--- src/ddb_pkg.sv ---
// shared constants for the mode register and burst ordering block
package ddb_pkg;
    localparam int COL_W = 10;
    localparam int ADDR_W = 13;
    // column organisations
    localparam int ORG_X8 = 0;
    localparam int ORG_X16 = 1;
    localparam int ORG_X32 = 2;
    localparam logic [9:0] COL_MASK_X8 = 10'h3FF;
    localparam logic [9:0] COL_MASK_X16 = 10'h1FF;
    localparam logic [9:0] COL_MASK_X32 = 10'h2FF;
    // base mode register fields
    localparam int MR_BL_LSB = 0;
    localparam int MR_BT_BIT = 3;
    localparam int MR_CL_LSB = 4;
    localparam int MR_TM_BIT = 7;
    localparam int MR_DLLRST_BIT = 8;
    localparam logic [2:0] BL_CODE_2 = 3'h1;
    localparam logic [2:0] BL_CODE_4 = 3'h2;
    localparam logic [2:0] BL_CODE_8 = 3'h3;
    localparam logic [2:0] CL_CODE_2 = 3'h2;
    localparam logic [2:0] CL_CODE_3 = 3'h3;
    localparam logic [2:0] CL_CODE_25 = 3'h6;
    // extended mode register fields
    localparam int EMR_DLLDIS_BIT = 0;
    localparam int EMR_DS_BIT = 1;
    localparam logic [1:0] BA_MR = 2'h0;
    localparam logic [1:0] BA_EMR = 2'h1;
    localparam logic [6:0] MODE_RST = 7'h00;
    localparam logic [1:0] EXT_RST = 2'h0;
    localparam int DLL_LOCK_CYC = 200;
    // register word indices on the avalon bus
    localparam logic [2:0] REG_CTRL = 3'h0;
    localparam logic [2:0] REG_MODE = 3'h1;
    localparam logic [2:0] REG_EXT = 3'h2;
    localparam logic [2:0] REG_STATUS = 3'h3;
    localparam logic [2:0] REG_BURST = 3'h4;
    localparam logic CTRL_EN_RST = 1'b1;
    localparam int ST_DLL_EN = 0;
    localparam int ST_DLL_RDY = 1;
    localparam int ST_DS = 2;
    localparam int ST_RSVD = 3;
    localparam int ST_BUSY = 4;
    localparam int BR_RD_BIT = 16;
endpackage

--- src/ddb_burst_if.sv ---
// carrier between the mode logic and the burst column sequencer
interface ddb_burst_if;
    logic start;
    logic [9:0] col;
    logic [2:0] bl_code;
    logic ilv;
    logic [9:0] col_out;
    logic col_valid;
    logic last;
    logic [2:0] mask;
    modport ctl (output start, col, bl_code, ilv, input col_out, col_valid, last, mask);
    modport seq (input start, col, bl_code, ilv, output col_out, col_valid, last, mask);
endinterface

--- src/ddb_burst_seq.sv ---
// burst column sequencer: wrap within block, sequential or interleaved
module ddb_burst_seq
    import ddb_pkg::*;
(
    input wire logic i_clk,
    input wire logic i_nrst,
    ddb_burst_if.seq bus
);
    typedef enum logic [1:0] {SEQ_IDLE = 2'b01, SEQ_RUN = 2'b10} ddb_seq_e;
    ddb_seq_e state_reg;
    logic [9:0] base_reg;
    logic [2:0] start_reg;
    logic [2:0] mask_reg;
    logic [2:0] cnt_reg;
    logic [9:0] col_reg;
    logic valid_reg;
    logic last_reg;
    logic [2:0] mask_next;

    function automatic logic [2:0] ddb_elem(input logic [2:0] s, input logic [2:0] k,
        input logic [2:0] m, input logic il);
        ddb_elem = il ? ((s ^ k) & m) : ((s + k) & m); // see RL5
    endfunction

    always_comb
    begin
        unique case (bus.bl_code)
            BL_CODE_4: mask_next = 3'h3; // see RL2
            BL_CODE_8: mask_next = 3'h7; // see RL3
            default: mask_next = 3'h1; // see RL1
        endcase
    end

    always_ff @(posedge i_clk)
    begin
        if (!i_nrst)
        begin
            state_reg <= SEQ_IDLE;
            base_reg <= 10'h000;
            start_reg <= 3'h0;
            mask_reg <= 3'h1;
            cnt_reg <= 3'h0;
            col_reg <= 10'h000;
            valid_reg <= 1'b0;
            last_reg <= 1'b0;
        end
        else if (bus.start)
        begin
            // a new command truncates any burst still running
            state_reg <= SEQ_RUN;
            base_reg <= bus.col & ~{7'h00, mask_next}; // see RL4
            start_reg <= bus.col[2:0] & mask_next;
            mask_reg <= mask_next;
            cnt_reg <= 3'h1;
            col_reg <= bus.col;
            valid_reg <= 1'b1;
            last_reg <= 1'b0;
        end
        else
        begin
            unique case (state_reg)
                SEQ_IDLE:
                begin
                    valid_reg <= 1'b0;
                    last_reg <= 1'b0;
                end
                SEQ_RUN:
                begin
                    col_reg <= base_reg | {7'h00, ddb_elem(start_reg, cnt_reg, mask_reg,
                        bus.ilv)}; // see RL4
                    cnt_reg <= cnt_reg + 3'h1;
                    last_reg <= (cnt_reg == mask_reg);
                    if (cnt_reg == mask_reg)
                        state_reg <= SEQ_IDLE;
                end
            endcase
        end
    end

    assign bus.col_out = col_reg;
    assign bus.col_valid = valid_reg;
    assign bus.last = last_reg;
    assign bus.mask = mask_reg;
endmodule // ddb_burst_seq

--- src/ddb_mode_burst.sv ---
// mode register, extended mode register, read latency and burst order
// Operation
// RL1 - BL2: A0 starts, upper bits pick block
// RL2 - BL4: A1..A0 start, upper bits pick block
// RL3 - BL8: A2..A0 start, upper bits pick block
// RL4 - bursts wrap inside their block
// RL5 - sequential adds, interleaved xors offset
// RL6 - mode bit three picks burst type
// RL7 - top column bit nine, eight for x16
// RL8 - one burst length for reads, writes
// RL9 - first read data after latency minus one
// RL10 - normal mode: bits seven upward zero
// RL11 - bit eight alone high resets the dll
// RL12 - dll reset followed by normal mode set
// RL13 - other high address codes are reserved
// RL14 - bank code one loads extended register
// RL15 - extended load only when idle, then wait
// RL16 - controller keeps the dll enabled; an extended load with bit zero set still drops o_dll_enable here
// RL17 - self refresh exit enables the dll
// RL18 - dll enable needs reset, 200 cycles
// RL19 - extended register picks drive strength
// RL20 - bank code zero loads base register
// RL21 - base fields: length, type, latency, reset
// RL22 - lengths two, four, eight, both types
// RL23 - customary field codes, latency 2.5 too
module ddb_mode_burst
    import ddb_pkg::*;
#(
    parameter int ORG = ORG_X8,
    parameter int DLL_LOCK_CYCLES = DLL_LOCK_CYC
)
(
    input wire logic i_clk,
    input wire logic i_nrst,
    input wire logic [2:0] i_avs_address,
    input wire logic i_avs_read,
    input wire logic i_avs_write,
    input wire logic [31:0] i_avs_writedata,
    input wire logic [3:0] i_avs_byteenable,
    output logic [31:0] o_avs_readdata,
    output logic o_avs_waitrequest,
    input wire logic i_cmd_mrs,
    input wire logic i_cmd_read,
    input wire logic i_cmd_write,
    input wire logic [1:0] i_cmd_ba,
    input wire logic [ADDR_W-1:0] i_cmd_addr,
    input wire logic i_sr_exit,
    output logic [9:0] o_col_addr,
    output logic o_col_valid,
    output logic o_col_last,
    output logic o_col_is_read,
    output logic o_rd_first_valid,
    output logic o_rd_half_cycle,
    output logic o_dll_enable,
    output logic o_dll_reset,
    output logic o_dll_ready,
    output logic o_output_drive_select
);
    // x32 parts use bit eight for auto precharge, so it is not a column bit
    localparam logic [9:0] COL_MASK = (ORG == ORG_X16) ? COL_MASK_X16 :
        (ORG == ORG_X32) ? COL_MASK_X32 : COL_MASK_X8; // see RL7
    localparam int TOP_COLUMN_BIT = (ORG == ORG_X16) ? 8 : 9;

    ddb_burst_if bif ();

    logic ctrl_en_reg;
    logic [6:0] mode_reg;
    logic [1:0] ext_reg;
    logic rsvd_reg;
    logic dll_rst_reg;
    logic [15:0] lock_cnt_reg;
    logic [1:0] rd_pipe_reg;
    logic rd_first_reg;
    logic is_read_reg;
    logic ack_reg;
    logic [31:0] rdata_reg;
    logic mrs_go;
    logic mr_normal;
    logic mr_dllrst;
    logic emr_go;
    logic col_go;
    logic rd_go;
    logic bl_ok;
    logic [1:0] cl_cyc;
    logic bus_req;
    logic bus_wr;
    logic [31:0] rd_mux;
    logic [31:0] status_word;

    // mode register and column commands are ignored while software holds the block disabled; self refresh exit still acts
    assign mrs_go = ctrl_en_reg && i_cmd_mrs;
    assign mr_normal = mrs_go && i_cmd_ba == BA_MR && i_cmd_addr[ADDR_W-1:MR_TM_BIT] == '0;
    assign mr_dllrst = mrs_go && i_cmd_ba == BA_MR && i_cmd_addr[MR_DLLRST_BIT]
        && !i_cmd_addr[MR_TM_BIT] && i_cmd_addr[ADDR_W-1:MR_DLLRST_BIT+1] == '0;
    assign emr_go = mrs_go && i_cmd_ba == BA_EMR; // see RL14
    assign bl_ok = mode_reg[2:0] == BL_CODE_2 || mode_reg[2:0] == BL_CODE_4
        || mode_reg[2:0] == BL_CODE_8; // see RL22
    assign col_go = ctrl_en_reg && bl_ok && !i_cmd_mrs && (i_cmd_read || i_cmd_write);
    assign rd_go = col_go && i_cmd_read;

    // base mode register: only normal and dll reset codes load it
    always_ff @(posedge i_clk)
    begin
        if (!i_nrst)
            mode_reg <= MODE_RST;
        else if (mr_normal || mr_dllrst)
            mode_reg <= i_cmd_addr[6:0]; // see RL10 see RL11 see RL20 see RL21
    end

    always_ff @(posedge i_clk)
    begin
        if (!i_nrst)
            dll_rst_reg <= 1'b0;
        else
            dll_rst_reg <= mr_dllrst; // see RL11
    end

    // reserved codes are refused and flagged; set wins over the clear
    always_ff @(posedge i_clk)
    begin
        if (!i_nrst)
            rsvd_reg <= 1'b0;
        else if (mrs_go && i_cmd_ba == BA_MR && !mr_normal && !mr_dllrst)
            rsvd_reg <= 1'b1; // see RL13
        else if (bus_wr && i_avs_address == REG_STATUS && i_avs_byteenable[0]
            && i_avs_writedata[ST_RSVD])
            rsvd_reg <= 1'b0;
    end

    // extended register keeps only dll disable and drive strength
    always_ff @(posedge i_clk)
    begin
        if (!i_nrst)
            ext_reg <= EXT_RST;
        else
        begin
            if (emr_go)
                ext_reg <= i_cmd_addr[1:0]; // see RL14 see RL23
            if (i_sr_exit)
                ext_reg[EMR_DLLDIS_BIT] <= 1'b0; // see RL17
        end
    end

    // lock counter shows when the 200 cycles after a dll reset have run
    always_ff @(posedge i_clk)
    begin
        if (!i_nrst)
            lock_cnt_reg <= 16'h0000;
        else if (mr_dllrst)
            lock_cnt_reg <= 16'h0000; // see RL18
        else if (lock_cnt_reg < 16'(DLL_LOCK_CYCLES))
            lock_cnt_reg <= lock_cnt_reg + 16'h0001;
    end

    // read latency minus one in cycles; 2.5 rounds to two plus half flag
    always_comb
    begin
        unique case (mode_reg[6:4])
            CL_CODE_2: cl_cyc = 2'h1; // see RL9
            CL_CODE_3: cl_cyc = 2'h2; // see RL9
            CL_CODE_25: cl_cyc = 2'h2; // see RL23
            default: cl_cyc = 2'h0;
        endcase
    end

    // a pipe, not a counter, so back-to-back reads each get their marker
    always_ff @(posedge i_clk)
    begin
        if (!i_nrst)
        begin
            rd_pipe_reg <= 2'h0;
            rd_first_reg <= 1'b0;
        end
        else
        begin
            rd_pipe_reg[0] <= rd_go && cl_cyc == 2'h2;
            rd_pipe_reg[1] <= rd_pipe_reg[0] || (rd_go && cl_cyc == 2'h1); // see RL9
            rd_first_reg <= rd_pipe_reg[1];
        end
    end

    always_ff @(posedge i_clk)
    begin
        if (!i_nrst)
            is_read_reg <= 1'b0;
        else if (col_go)
            is_read_reg <= i_cmd_read;
    end

    // reads and writes share the single programmed length
    assign bif.start = col_go; // see RL8
    assign bif.col = i_cmd_addr[9:0] & COL_MASK; // see RL7
    assign bif.bl_code = mode_reg[2:0];
    assign bif.ilv = mode_reg[MR_BT_BIT]; // see RL6

    ddb_burst_seq u_seq (
        .i_clk(i_clk),
        .i_nrst(i_nrst),
        .bus(bif.seq)
    );

    // avalon slave: one wait cycle on every access
    assign bus_req = i_avs_read || i_avs_write;
    assign bus_wr = i_avs_write && ack_reg;
    assign o_avs_waitrequest = bus_req && !ack_reg;

    always_ff @(posedge i_clk)
    begin
        if (!i_nrst)
            ack_reg <= 1'b0;
        else
            ack_reg <= bus_req && !ack_reg;
    end

    always_ff @(posedge i_clk)
    begin
        if (!i_nrst)
            ctrl_en_reg <= CTRL_EN_RST;
        else if (bus_wr && i_avs_address == REG_CTRL && i_avs_byteenable[0])
            ctrl_en_reg <= i_avs_writedata[0];
    end

    always_comb
    begin
        status_word = 32'h0000_0000;
        status_word[ST_DLL_EN] = o_dll_enable;
        status_word[ST_DLL_RDY] = o_dll_ready;
        status_word[ST_DS] = ext_reg[EMR_DS_BIT];
        status_word[ST_RSVD] = rsvd_reg;
        status_word[ST_BUSY] = bif.col_valid && !bif.last;
    end

    always_comb
    begin
        unique case (i_avs_address)
            REG_CTRL: rd_mux = {31'h0000_0000, ctrl_en_reg};
            REG_MODE: rd_mux = {25'h000_0000, mode_reg};
            REG_EXT: rd_mux = {30'h0000_0000, ext_reg};
            REG_STATUS: rd_mux = status_word;
            REG_BURST: rd_mux = {15'h0000, is_read_reg, 6'h00, bif.col_out};
            default: rd_mux = 32'h0000_0000;
        endcase
    end

    always_ff @(posedge i_clk)
    begin
        if (!i_nrst)
            rdata_reg <= 32'h0000_0000;
        else if (i_avs_read && !ack_reg)
            rdata_reg <= rd_mux;
    end

    assign o_avs_readdata = rdata_reg;
    assign o_col_addr = bif.col_out;
    assign o_col_valid = bif.col_valid;
    assign o_col_last = bif.last;
    assign o_col_is_read = is_read_reg;
    assign o_rd_first_valid = rd_first_reg;
    assign o_rd_half_cycle = mode_reg[6:4] == CL_CODE_25;
    assign o_dll_enable = !ext_reg[EMR_DLLDIS_BIT];
    assign o_dll_reset = dll_rst_reg;
    assign o_dll_ready = o_dll_enable && lock_cnt_reg >= 16'(DLL_LOCK_CYCLES);
    assign o_output_drive_select = ext_reg[EMR_DS_BIT]; // see RL19
endmodule // ddb_mode_burst

--- config.mk ---
export PLATFORM = sky130hd
export DESIGN_NAME = ddb_mode_burst
export DESIGN_NICKNAME = d
export VERILOG_FILES = /design/src/ddb_pkg.sv /design/src/ddb_burst_if.sv /design/src/ddb_burst_seq.sv /design/src/ddb_mode_burst.sv
export SDC_FILE = /design/constraint.sdc
export NUM_CORES = 1
export LEC_CHECK = 0
export BUFFER_PORTS_ARGS = -buffer_cell sky130_fd_sc_hd__buf_2
export CAP_MARGIN = 30
export CORE_AREA = 2 2 86 88
export CTS_CLUSTER_DIAMETER = 30
export CTS_CLUSTER_SIZE = 20
export DETAILED_ROUTE_END_ITERATION = 10
export DIE_AREA = 0 0 88 90
export HOLD_SLACK_MARGIN = 0.05
export PLACE_DENSITY = 0.8
export RECOVER_POWER = 25
export SYNTH_ARGS = -nofsm -noshare
export SYNTH_HDL_FRONTEND = slang
export SYNTH_SLANG_ARGS = --single-unit
--- constraint.sdc ---
create_clock -name i_clk -period 2.4 [get_ports i_clk]
set_clock_uncertainty 0.2 [all_clocks]
set_input_delay 0.12 -clock i_clk [delete_from_list [all_inputs] [get_ports i_clk]]
set_output_delay 0.12 -clock i_clk [all_outputs]
set_load 0.01 [all_outputs]
* After elaboration in Yosys (flattened, before gate mapping) *
Cells that the tools add are included.

cells by class
  add/sub/neg operators = 3
  $lt $le $gt $ge = 2
  equal/unequal tests = 16
  muxes and demuxes = 16
  bitwise logic cells = 8
  reductions and logical operators = 51

operator list
  cell                                                                            count
  17-bit case mux with 5 select lines                                             1
  1-bit logical AND                                                               25
  10-bit 2-to-1 mux                                                               2
  3-bit by 2-bit == test with 1-bit output (second input constant)                6
  16-bit by 1-bit adder with 16-bit output (second input constant)                1
  16-bit by 8-bit >= comparator with 1-bit output (second input constant)         1
  16-bit by 8-bit less-than comparator with 1-bit output (second input constant)  1
  10-bit AND                                                                      1
  3-bit inverter with 10-bit output                                               1
  10-bit by 3-bit bitwise OR with 10-bit output                                   1
  3-bit AND                                                                       3
  2-bit nonzero test                                                              4
  2-bit OR reduction                                                              4
  1-bit zero test                                                                 7
  2-bit by 1-bit == test with 1-bit output (second input constant)                3
  3-bit by 1-bit == test with 1-bit output (second input constant)                2
  3-bit == test (second input constant)                                           2
  6-bit zero test                                                                 1
  1-bit logical OR                                                                6
  1-bit 2-to-1 mux                                                                6
  2-bit 2-to-1 mux                                                                3
  3-bit case mux with 2 select lines                                              1
  2-bit == test (second input constant)                                           2
  4-bit zero test                                                                 1
  11 further kinds                                                                11

storage, ports and cells
  flip-flop bits (word level) = 98
  output and inout port bits = 52
  logic and storage cells = 117

* Logic depth before layout (Yosys ltp) *
Gate-level depths: netlist (run 1).

  word-level depth = 9
  mapped depth = 7
  mapped depth without buffers = 7

* Modules after synthesis *
A second synthesis (run 1) with hierarchy kept.

second synthesis, totals
  cells, all modules = 370
  area total of the unflattened synthesis = 3445.8 µm²

by module, submodules not included
  module          instances  cells an instance  area each (µm²)  sequential area each (µm²)
  ddb_mode_burst  1          229                2107.0           880.8
  ddb_burst_seq   1          141                1338.8           620.6

* Least setup slack after synthesis (run 1) *
OpenSTA, ideal clock, no wires.

  path type = register to register
  from = reg u_seq.cnt_reg[0]
  to = reg u_seq.col_reg[2], in the netlist u_seq.bus.col_out[2]
  data arrival time = 1628 ps
  required time = 2053 ps
  path slack = 425 ps
  stages on the path, launching flop included = 8
  path through = dfxtp_1 ha_1 inv_1 fa_1 nor2_1 xnor2_1 a2111oi_0 a2111oi_2

on the way
  word-level cells in the longest chain between the ends = 6

RTL lines
  element                                        RTL line             RTL
  start: declaration                             ddb_burst_seq.sv:14  logic [2:0] cnt_reg;
  start signal: assignment                       ddb_burst_seq.sv:71  cnt_reg <= cnt_reg + 3'h1;
  3-bit adder                                    ddb_burst_seq.sv:22  ddb_elem = il ? ((s ^ k) & m) : ((s + k) & m);
  3-bit AND                                      ddb_burst_seq.sv:22
  3-bit 2-to-1 mux                               ddb_burst_seq.sv:22
  10-bit by 3-bit bitwise OR with 10-bit output  ddb_burst_seq.sv:69  col_reg <= base_reg | {7'h00, ddb_elem(start_reg, cnt_reg, mask_reg,
  10-bit 2-to-1 mux                              ddb_burst_seq.sv:61  unique case (state_reg)
  10-bit 2-to-1 mux                              ddb_burst_seq.sv:47  else if (bus.start)
  end signal: assignment                         ddb_burst_seq.sv:55  col_reg <= bus.col;
  end signal: assignment                         ddb_burst_seq.sv:69
  end: declaration                               ddb_burst_seq.sv:15  logic [9:0] col_reg;

No other way between the ends. The select of a mux whose other input is x is not followed.
A chain may end at the register's enable or synchronous reset.

* Final worst setup path (run 1) *
  from = reg ack_reg
  to = reg ctrl_en_reg

on the way
  word-level cells in the longest chain between the ends = 3

RTL lines
  element                          RTL line               RTL
  start: declaration               ddb_mode_burst.sv:75   logic ack_reg;
  start signal: assignment         ddb_mode_burst.sv:212  ack_reg <= bus_req && !ack_reg;
  1-bit logical AND                ddb_mode_burst.sv:204  assign bus_wr = i_avs_write && ack_reg;
  1-bit logical AND (2 in series)  ddb_mode_burst.sv:219  else if (bus_wr && i_avs_address == REG_CTRL && i_avs_byteenable[0])
  end signal: assignment           ddb_mode_burst.sv:220  ctrl_en_reg <= i_avs_writedata[0];
  end: declaration                 ddb_mode_burst.sv:66   logic ctrl_en_reg;

No other way between the ends.

==> metrics.cfg, run 1 <==
[status]
status = finished with violations
failed_checks = negative setup slack

[clocking]
clkSlewWorstSetupHoldPaths_ns = 0.08
cts.sinks = 75
cts_tree = built
h-tree-depth = 3
clock_path_buffers = 2
numCtsBuffers = 9
clockRootBuffer = clkbuf_8
clk_latency_ns = 0.34

[logic_synthesis]
synthDistinctLibCells = 53
ys_seq_elements = 75
synth-seq-area-share_pct = 43.8
avgSynthCellArea_um2 = 8.98
synth-edff-count = 0
syn_area_mm2 = 0.00343
syn_inst = 382
synth_top_flop_cell = dfxtp_1
ys_async_sr_fraction_pct = 0
yosysWarnings = 0

[timing]
hold_viol_final = 0
tns_ns = -0.00236
whs_ns = 0.0641
min_period_ns = 2.40
period_share_pct = 100
slew_headroom_pct = 54.9
finalMaxSlewViolations = 0
setup_viol = 1
worst_slack_ns = -0.00236
max_freq_ghz = 0.416
worst_pin_slew_ns = 0.675

[final_layout]
layout_common_cells = dfxtp_1, nand2_1, nor2_1
n_antenna_cell = 0
area_delta_synth_final_pct = 23.9
fillCellCount = 564
final_common_cell = dfxtp_1
nets = 537
multi_input_area_mm2 = 0.00175
fin_area_mm2 = 0.00425
drive_gt1_share_pct = 17.8
largest_reg_flops = 16
regArea_mm2 = 0.00150

[route]
drc = 0
ant_nets = 0
top_layer = met4
dr_wl_met2_um = 4190
wl_met3_um = 487
wl_um = 8370
wire_per_inst_um = 14.6
via_per_inst = 5.24
wl_met1_um = 3530
drt_iter0_markers = 238
drt-pass1-iter-count = 4
route.vias.total = 3000

[worst_setup_path]
cp.required_ns = 2.42
reg2reg_slack_ns = -0.002
end_kind = flop
arrival_ns = 2.42
critPathKind = flop to flop
startpoint_type = flop
path_max_fanout = 5

[floorplanning]
die_area_mm2 = 0.00792
coreArea_mm2 = 0.00702
die_x_um = 88
rows = 31
start_util_pct = 48.9
top_level_ports = 114
die_h_um = 90

[placed_design]
place.gp.congestion = 0.817
dpl.hpwl_um = 5690
io_buffers = 59
place_ws_ns = 0.306
post_dp_cell_area_mm2 = 0.00374

[global_route]
overflow = 0
grt_start_max_net_pins = 30
antenna_found_initial = 0
first_global_vias = 2926
grtUsageTotal_pct = 21.7
grt_pass1_wl_um = 13700

[job]
cap_violations = 0

[pwr]
power.leakage_uw = 0.00171
p_per_area_mw_per_mm2 = 584
peakVddDrop_uv = 318
total_power_uw = 2480

[hold_path]
hold_path_class = primary input to flop

==> what timing repair did <==
item | 4_1_cts | 5_1_grt
setup endpoints to repair | 0 | 3
gates resized for setup | 0 | 8
setup buffers | 0 | 0
endpoints found under the hold margin | 48 | 0
hold buffers | 30 | 0
==> synth_stat cells (2+ instances only) <==
| master | number | area (um^2) |
|---|---|---|
| a21o_1 | 3 | 22.5 |
| a21oi_1 | 34 | 170 |
| a22o_1 | 2 | 17.5 |
| a22oi_1 | 12 | 90.1 |
| a2bb2oi_1 | 2 | 17.5 |
| a32oi_1 | 2 | 17.5 |
| and2_1 | 10 | 62.6 |
| and3_1 | 2 | 12.5 |
| and3_2 | 3 | 22.5 |
| buf_2 | 4 | 20.0 |
| buf_4 | 21 | 158 |
| clkbuf_1 | 14 | 52.6 |
| dfxtp_1 | 75 | 1500 |
| ha_1 | 5 | 62.6 |
| inv_1 | 10 | 37.5 |
| mux2_2 | 8 | 90.1 |
| mux2i_1 | 10 | 100 |
| nand2_1 | 46 | 173 |
| nand2b_1 | 4 | 25.0 |
| nand3_1 | 8 | 40.0 |
| nand3b_1 | 2 | 15.0 |
| nand4_1 | 5 | 31.3 |
| nor2_1 | 39 | 146 |
| nor2b_1 | 5 | 31.3 |
| nor3_1 | 6 | 30.0 |
| nor3b_1 | 2 | 15.0 |
| nor4_4 | 4 | 85.1 |
| o21ai_0 | 8 | 40.0 |
| o31ai_1 | 2 | 15.0 |
| or3_2 | 2 | 15.0 |
| xnor2_1 | 7 | 61.3 |
| xor2_1 | 4 | 35.0 |
==> kinds of logic after synthesis <==
family,synth area share (%)
AOI/OAI and AO/OA,14.6
xor gates and xnor gates,2.81
adders and majority gates,2.41
buffers and inverters,8.13
DFF,43.8
muxes,5.54
other,0.109
and+or+nand+nor,22.7
==> metrics by stage <==
stage / utilization, % / instances
after floorplan: - / 402
after global placement: 53.3 / 528
after detailed placement: 53.3 / 528
after CTS: 60.7 / 573
after global routing: 60.6 / 572
final: 60.6 / 572
==> critical path, stage by stage, from the launching register on <==
cell and delay [ns]:
dfxtp_2 0.37, nand3_1 0.11, nor3_2 0.16, mux2i_1 0.22
dlygate4sd3_1 0.59, nand2_1 0.06, dlygate4sd3_1 0.57
==> path summary, 6_finish.rpt <==
| check | from | to | cells past startpoint |
|---|---|---|---|
| setup / recovery | ack_reg$_SDFF_PN0_ | ctrl_en_reg$_SDFFE_PN1P_ | 6 |
| hold reg to reg | u_seq.base_reg[3]$_SDFFE_PN0P_ | u_seq.base_reg[3]$_SDFFE_PN0P_ | 2 |
| setup reg to reg | ack_reg$_SDFF_PN0_ | ctrl_en_reg$_SDFFE_PN1P_ | 6 |
| hold / removal | i_avs_address[1] | o_avs_readdata[2]$_SDFFE_PN0P_ | 3 |
==> report_power, final <==
part           switching (uW)  internal, uW
Combinational             103          74.9
Clock                     436           604
Sequential               10.4          1250
Total                     549          1930
==> per-layer routing <==
layer,vias up,global-route usage [%]
met3,13,3.31
met5,-,0
met1,1420,27.3
met2,110,35.8
li1,1457,-
met4,0,10.3
==> final cells by class <==
| cell class | instances | share of cell area (%) |
|---|---|---|
| clock buffers | 10 | 3.24 |
| multi-input cells | 277 | 41.1 |
| repair buffers | 96 | 14.7 |
| clock inverters | 5 | 1.82 |
| flip-flops and latches | 75 | 35.4 |
| inverters | 10 | 0.883 |
| well taps | 99 | 2.91 |
Note: power is estimated with default switching activity, not from simulation.
==> run 2, diff against run 1 <==
CTS_BUF_LIST = sky130_fd_sc_hd__clkbuf_4   (was default)
==> run 2 against run 1 <==
Against the previous run: largest power group unchanged; design area decreased by 0.65%; die area is the same; critical endpoint unchanged; utilization is 0.39 points lower; combinational power up 4%; fmax is 0.22% higher; non-clock buffer count grew 5; hold slack better by 0.032 ns; setup slack better by 0.0053 ns; critical path type unchanged; critical path depth did not move; sequential cell count stayed put; highest routed layer unchanged; routed wire length increased by 3.7%; the run now ends clean.
==> metrics.cfg, run 2 (synthesized netlist as in run 1, its figures left out) <==
[pwr]
total_power_uw = 2280  ; was 2480 uW
p_per_area_mw_per_mm2 = 540  ; was 584 mW/mm^2
peakVddDrop_uv = 322  ; was 318 uV
power.leakage_uw = 0.00168  ; was 0.00171 uW

[timing]
max_freq_ghz = 0.417  ; was 0.416 GHz
period_share_pct = 99.9  ; was 100%
worst_pin_slew_ns = 0.698  ; was 0.675 ns
slew_headroom_pct = 53.4  ; was 54.9%
whs_ns = 0.0965  ; was 0.0641 ns
hold_viol_final = 0  ; unchanged
rsz0062_at_grt = yes
setup_viol = 0  ; was 1
tns_ns = 0  ; was -0.00236 ns
finalMaxSlewViolations = 0  ; unchanged
min_period_ns = 2.40  ; about the same

[global_route]
antenna_found_initial = 0  ; unchanged
grtUsageTotal_pct = 22.4  ; was 21.7%
first_global_vias = 2962  ; was 2,926
grt_start_max_net_pins = 30  ; unchanged
grt_pass1_wl_um = 14000  ; was 13,700 um
overflow = 0  ; unchanged

[hold_path]
hold_start = i_avs_address[1]  ; unchanged
hold_path_class = primary input to flop  ; unchanged

[route]
via_per_inst = 5.33  ; was 5.24
drc = 0  ; unchanged
route.vias.total = 3073  ; was 3,000
drt_iter0_markers = 190  ; was 238
wire_per_inst_um = 15.0  ; was 14.6 um
wl_um = 8680  ; was 8370 um
drt-pass1-iter-count = 5  ; was 4
ant_nets = 0  ; unchanged

[final_layout]
final_common_cell = dfxtp_1  ; unchanged
largest_reg_flops = 16  ; unchanged
drive_gt1_share_pct = 17.4  ; was 17.8%
layout_common_cells = dfxtp_1, nand2_1, nor2_1  ; unchanged
nets = 542  ; was 537
fin_area_mm2 = 0.00422  ; was 0.00425 mm^2
n_antenna_cell = 0  ; unchanged
area_delta_synth_final_pct = 23.1  ; was 23.9%

[floorplanning]
top_level_ports = 114  ; unchanged
die_x_um = 88  ; unchanged
rows = 31  ; unchanged
die_area_mm2 = 0.00792  ; unchanged
coreArea_mm2 = 0.00702  ; unchanged
die_h_um = 90  ; unchanged
start_util_pct = 48.9  ; unchanged

[status]
status = finished, final reports clean  ; was finished with violations

[clocking]
clkSlewWorstSetupHoldPaths_ns = 0.12  ; was 0.08 ns
numCtsBuffers = 9  ; unchanged
clk_latency_ns = 0.41  ; was 0.34 ns
clock_path_buffers = 2  ; unchanged
clockRootBuffer = clkbuf_4  ; was clkbuf_8
postCtsSetupBuffers = 0  ; unchanged
cts_tree = built  ; unchanged
h-tree-depth = 3  ; unchanged
cts.sinks = 75  ; unchanged

[worst_setup_path]
end_kind = flop  ; unchanged
r2r_cells = 6  ; unchanged
critPathLaunch = ack_reg$_SDFF_PN0_  ; unchanged
path_max_fanout = 5  ; unchanged
arrival_ns = 2.50  ; was 2.42 ns
cp.required_ns = 2.50  ; was 2.42 ns
regToRegEndpoint = ctrl_en_reg$_SDFFE_PN1P_  ; unchanged
startpoint_type = flop  ; unchanged
reg2reg_slack_ns = 0.003  ; was -0.002 ns
critPathKind = flop to flop  ; unchanged
timing.rr.start = ack_reg$_SDFF_PN0_  ; unchanged
cp-endpoint = ctrl_en_reg$_SDFFE_PN1P_  ; unchanged

[placed_design]
dpl.hpwl_um = 5690  ; unchanged
io_buffers = 59  ; unchanged
place.gp.congestion = 0.817  ; unchanged
post_dp_cell_area_mm2 = 0.00374  ; unchanged

[job]
cap_violations = 0  ; unchanged

-- run 2: cell count changes in the layout (fill, tap and decap cells not counted), moves of 2 or more --
| cell | change |
|---|---|
| clkbuf_8 | -10 |
| dlygate4sd3_1 | +6 |
| dlymetal6s4s_1 | -2 |
| clkbuf_4 | +9 |
-- run 2: how the worst min path moves through the flow --
stage | to | slack (ns) | cells past startpoint
4_1_cts | o_avs_readdata[1]$_SDFFE_PN0P_ | 0.06 | 5
2_1_floorplan | ext_reg[0]$_SDFFE_PP0P_ | -0.003 | 1
3_3_place_gp | ext_reg[0]$_SDFFE_PP0P_ | 0.08 | 2
3_5_place_dp | ext_reg[0]$_SDFFE_PP0P_ | 0.09 | 2
6_report | o_avs_readdata[0]$_SDFFE_PN0P_ | 0.1 | 4
5_1_grt | o_avs_readdata[0]$_SDFFE_PN0P_ | 0.13 | 4
-- run 2: layout make-up --
| cell class | count | area, um^2 |
|---|---|---|
| fill | 569 | 2800 |
| multi-input combinational | 277 | 1750 |
| sequential | 75 | 1500 |
| timing repair buffer | 101 | 664 |
| tap | 99 | 124 |
| clock inverter | 6 | 81.3 |
| clock buffer | 9 | 67.6 |
| inverter | 10 | 37.5 |
-- run 2: through the flow --
step | instances | util [%] | setup slack, ns
2_1_floorplan | 402 | - | 0.425
3_5_place_dp | 528 | 53.3 | 0.306
5_1_grt | 577 | 60.2 | -0.0782
6_report | 577 | 60.2 | 0.00296
3_3_place_gp | 528 | 53.3 | 0.286
4_1_cts | 577 | 60.3 | 0.0453
-- run 2: worst max-delay path, stage by stage (launching register included) --
cell and delay [ns]:
dfxtp_2 0.39, nand3_1 0.12, nor3_2 0.16, mux2i_1 0.22, dlygate4sd3_1 0.58, nand2_1 0.06
dlygate4sd3_1 0.57
-- run 2: where the power goes --
group | switching (uW) | leakage [uW] | total [uW] | internal (uW)
Sequential | 10.3 | 0.000605 | 1260 | 1250
Clock | 420 | 0.0000792 | 830 | 410
Combinational | 106 | 0.000992 | 185 | 79.0
Total | 536 | 0.00168 | 2280 | 1740
-- run 2: layer usage --
metal / vias up / track usage (%) / wire length, um
met1: 1429 / 27.2 / 3620
met3: 24 / 3.86 / 567
met2: 147 / 38.3 / 4290
met5: - / 0 / 0
li1: 1473 / - / -
met4: 0 / 9.23 / 210
-- run 2: what timing repair did --
action / 4_1_cts / 5_1_grt
endpoints found under the hold margin: 69 / 0
resized for setup: 0 / 5
setup endpoints to repair: 0 / 3
hold buffers: 34 / 0
==> run 3, diff against run 2 <==
CORE_AREA = 2 2 81 99   (was 2 2 86 88)
DIE_AREA = 0 0 83 101   (was 0 0 88 90)
PLACE_DENSITY = 0.79   (was 0.8)
clock period = 2.2 ns   (was 2.4 ns; I/O delays follow)
==> run 3 against run 2 <==
Against the previous run: global-route usage down 2.8 points; cell count decreased by 1.4%; routed wire length shrank 7.0%; utilization shrank 4.4 points; combinational power up 4%; power increased by 6.6%; sequential power is 9.5% higher; via count down 3.5%; non-clock buffer count is 2 lower; hold slack lost 0.014 ns.
==> metrics.cfg, run 3 (synthesized netlist as in run 1, its figures left out) <==
[status]
status = finished, final reports clean  ; unchanged

[route]
ant_nets = 0  ; unchanged
wire_per_inst_um = 14.2  ; was 15.0 um
route.vias.total = 2966  ; was 3,073
drt_iter0_markers = 117  ; was 190
drt-pass1-iter-count = 4  ; was 5
via_per_inst = 5.21  ; was 5.33
wl_um = 8080  ; was 8680 um
drc = 0  ; unchanged

[final_layout]
drive_gt1_share_pct = 17.0  ; was 17.4%
area_delta_synth_final_pct = 21.8  ; was 23.1%
final_core_util_pct = 55.8  ; was 60.2%
final_common_cell = dfxtp_1  ; unchanged
regArea_mm2 = 0.00150  ; about the same
layout_common_cells = dfxtp_1, nand2_1, nor2_1  ; unchanged
largest_reg_flops = 16  ; unchanged
fillCellCount = 662  ; was 569
multi_input_area_mm2 = 0.00173  ; was 0.00175 mm^2
fin_cells = 569  ; was 577
n_antenna_cell = 0  ; unchanged
nets = 540  ; was 542

[worst_setup_path]
end_kind = flop  ; unchanged
crit_family = buffers and inverters  ; unchanged
startpoint_type = primary input  ; was flop
regToRegEndpoint = u_seq.bus.col_out[2]$_SDFFE_PN0P_  ; was ctrl_en_reg$_SDFFE_PN1P_
path_max_fanout = 2  ; was 5
critPathKind = primary input to flop  ; was flop to flop
arrival_ns = 2.25  ; was 2.50 ns
r2r_cells = 6  ; unchanged
cp_common_cell = dlygate4sd3_1  ; unchanged
worst_path_max_delay_cell = dlygate4sd3_1  ; unchanged
reg2reg_slack_ns = 0.19  ; was 0.003 ns
crit_chain = dlygate4sd3_1, buf_2, nor2_1, dlygate4sd3_1, nand2_1, nand2_1, dlygate4sd3_1, a21oi_1  ; was nand3_1, nor3_2, mux2i_1, dlygate4sd3_1, nand2_1, dlygate4sd3_1
cp_num_buf_inv = 4  ; was 2
timing.rr.start = u_seq.cnt_reg[1]$_SDFFE_PP0P_  ; was ack_reg$_SDFF_PN0_
cp.required_ns = 2.31  ; was 2.50 ns
cp_slowest_stage_delay_ns = 0.60  ; was 0.58 ns

[timing]
hold_viol_final = 0  ; unchanged
tns_ns = 0  ; unchanged
setup_viol = 0  ; unchanged
period_share_pct = 97.2
finalMaxSlewViolations = 0  ; unchanged
rsz0062_at_grt = no  ; was yes
worst_pin_slew_ns = 0.610  ; was 0.698 ns
slew_headroom_pct = 59.3  ; was 53.4%
max_freq_ghz = 0.468
min_period_ns = 2.14

[floorplanning]
coreArea_mm2 = 0.00749  ; was 0.00702 mm^2
die_h_um = 101  ; was 90 um
top_level_ports = 114  ; unchanged
die_x_um = 83  ; was 88 um
start_util_pct = 45.8  ; was 48.9%
rows = 35  ; was 31
die_area_mm2 = 0.00838  ; was 0.00792 mm^2

[pwr]
peakVddDrop_uv = 614  ; was 322 uV
power.leakage_uw = 0.00165  ; was 0.00168 uW
total_power_uw = 2430  ; was 2280 uW
p_per_area_mw_per_mm2 = 582  ; was 540 mW/mm^2

[clocking]
clock_path_buffers = 2  ; unchanged
cts_tree = built  ; unchanged
numCtsBuffers = 9  ; unchanged
postCtsSetupBuffers = 0  ; unchanged
h-tree-depth = 3  ; unchanged
cts.sinks = 75  ; unchanged
clk_latency_ns = 0.42  ; was 0.41 ns
clockRootBuffer = clkbuf_4  ; unchanged
clkSlewWorstSetupHoldPaths_ns = 0.12  ; about the same

[global_route]
top_usage_layer = met2  ; unchanged
grtUsageTotal_pct = 19.6  ; was 22.4%
overflow = 0  ; unchanged
grt_pass1_wl_um = 13200  ; was 14,000 um
met1_usage_pct = 23.6  ; was 27.2%
first_global_vias = 2769  ; was 2,962
met2_usage_pct = 34.1  ; was 38.3%
grt_start_max_net_pins = 30  ; unchanged
antenna_found_initial = 0  ; unchanged
use_met3_pct = 4.75  ; was 3.86%

[hold_path]
hold_end = o_dll_reset$_SDFF_PN0_  ; was o_avs_readdata[0]$_SDFFE_PN0P_
hold_path_class = primary input to flop  ; unchanged
hold_start = i_cmd_addr[12]  ; was i_avs_address[1]
min_path_cells = 4  ; unchanged

[placed_design]
place.gp.congestion = 0.842  ; was 0.817
io_buffers = 59  ; unchanged
dpl.hpwl_um = 5790  ; was 5690 um
place_inst = 522  ; was 528

[job]
cap_violations = 0  ; unchanged

## run 3: area by class of cell
| class | count | share of cell area [%] |
|---|---|---|
| timing repair buffer | 99 | 15.7 |
| sequential | 75 | 35.9 |
| clock inverter | 7 | 1.83 |
| tap | 92 | 2.75 |
| inverter | 10 | 0.898 |
| multi-input combinational | 277 | 41.3 |
| clock buffer | 9 | 1.62 |
## run 3: how the worst max path moves through the flow
stage                                  startpoint                           endpoint  slack, ns  cells after the start
floorplan           u_seq.cnt_reg[0]$_SDFFE_PN0P_  u_seq.bus.col_out[2]$_SDFFE_PN0P_       0.22                      7
global placement    u_seq.cnt_reg[1]$_SDFFE_PP0P_  u_seq.bus.col_out[2]$_SDFFE_PN0P_       0.19                      6
detailed placement  u_seq.cnt_reg[1]$_SDFFE_PP0P_  u_seq.bus.col_out[2]$_SDFFE_PN0P_       0.14                      6
CTS                 u_seq.cnt_reg[1]$_SDFFE_PP0P_  u_seq.bus.col_out[2]$_SDFFE_PN0P_       0.12                      6
global route         lock_cnt_reg[8]$_SDFFE_PP0N_                        o_dll_ready       0.01                      4
finish                             i_cmd_addr[11]              rsvd_reg$_SDFFE_PN0P_       0.06                      8
## run 3: through the flow
step	area, um^2	worst slack [ns]	hold slack, ns
floorplan	3510	0.225	-0.0132
global placement	3750	0.189	0.0755
detailed placement	3750	0.138	0.0809
CTS	4210	0.120	0.0514
global route	4180	0.0119	0.0729
finish	4180	0.0611	0.0829
## run 3: timing repair
action	CTS	global route
hold buffers	31	0
endpoints found under the hold margin	68	0
resized for setup	0	1
setup endpoints to repair	0	1
## run 3: layer usage
layer	wire [um]	part of all wire (%)
met1	3470	43
met2	4120	51
met3	331	4.1
met4	158	2.0
met5	0	0
## run 3: tightest hold or removal path, delay by kind of cell
family	cells	cell delay [ns]
and+or+nand+nor	3	0.48
buffers and inverters	1	0.08
## run 3: report_power, final
part           switching (uW)  leakage, uW  internal (uW)  total (uW)
sequential               10.4     0.000605           1370        1380
clock                     506    0.0000741            352         858
combinational             108     0.000968           84.6         193
total                     625      0.00165           1810        2430
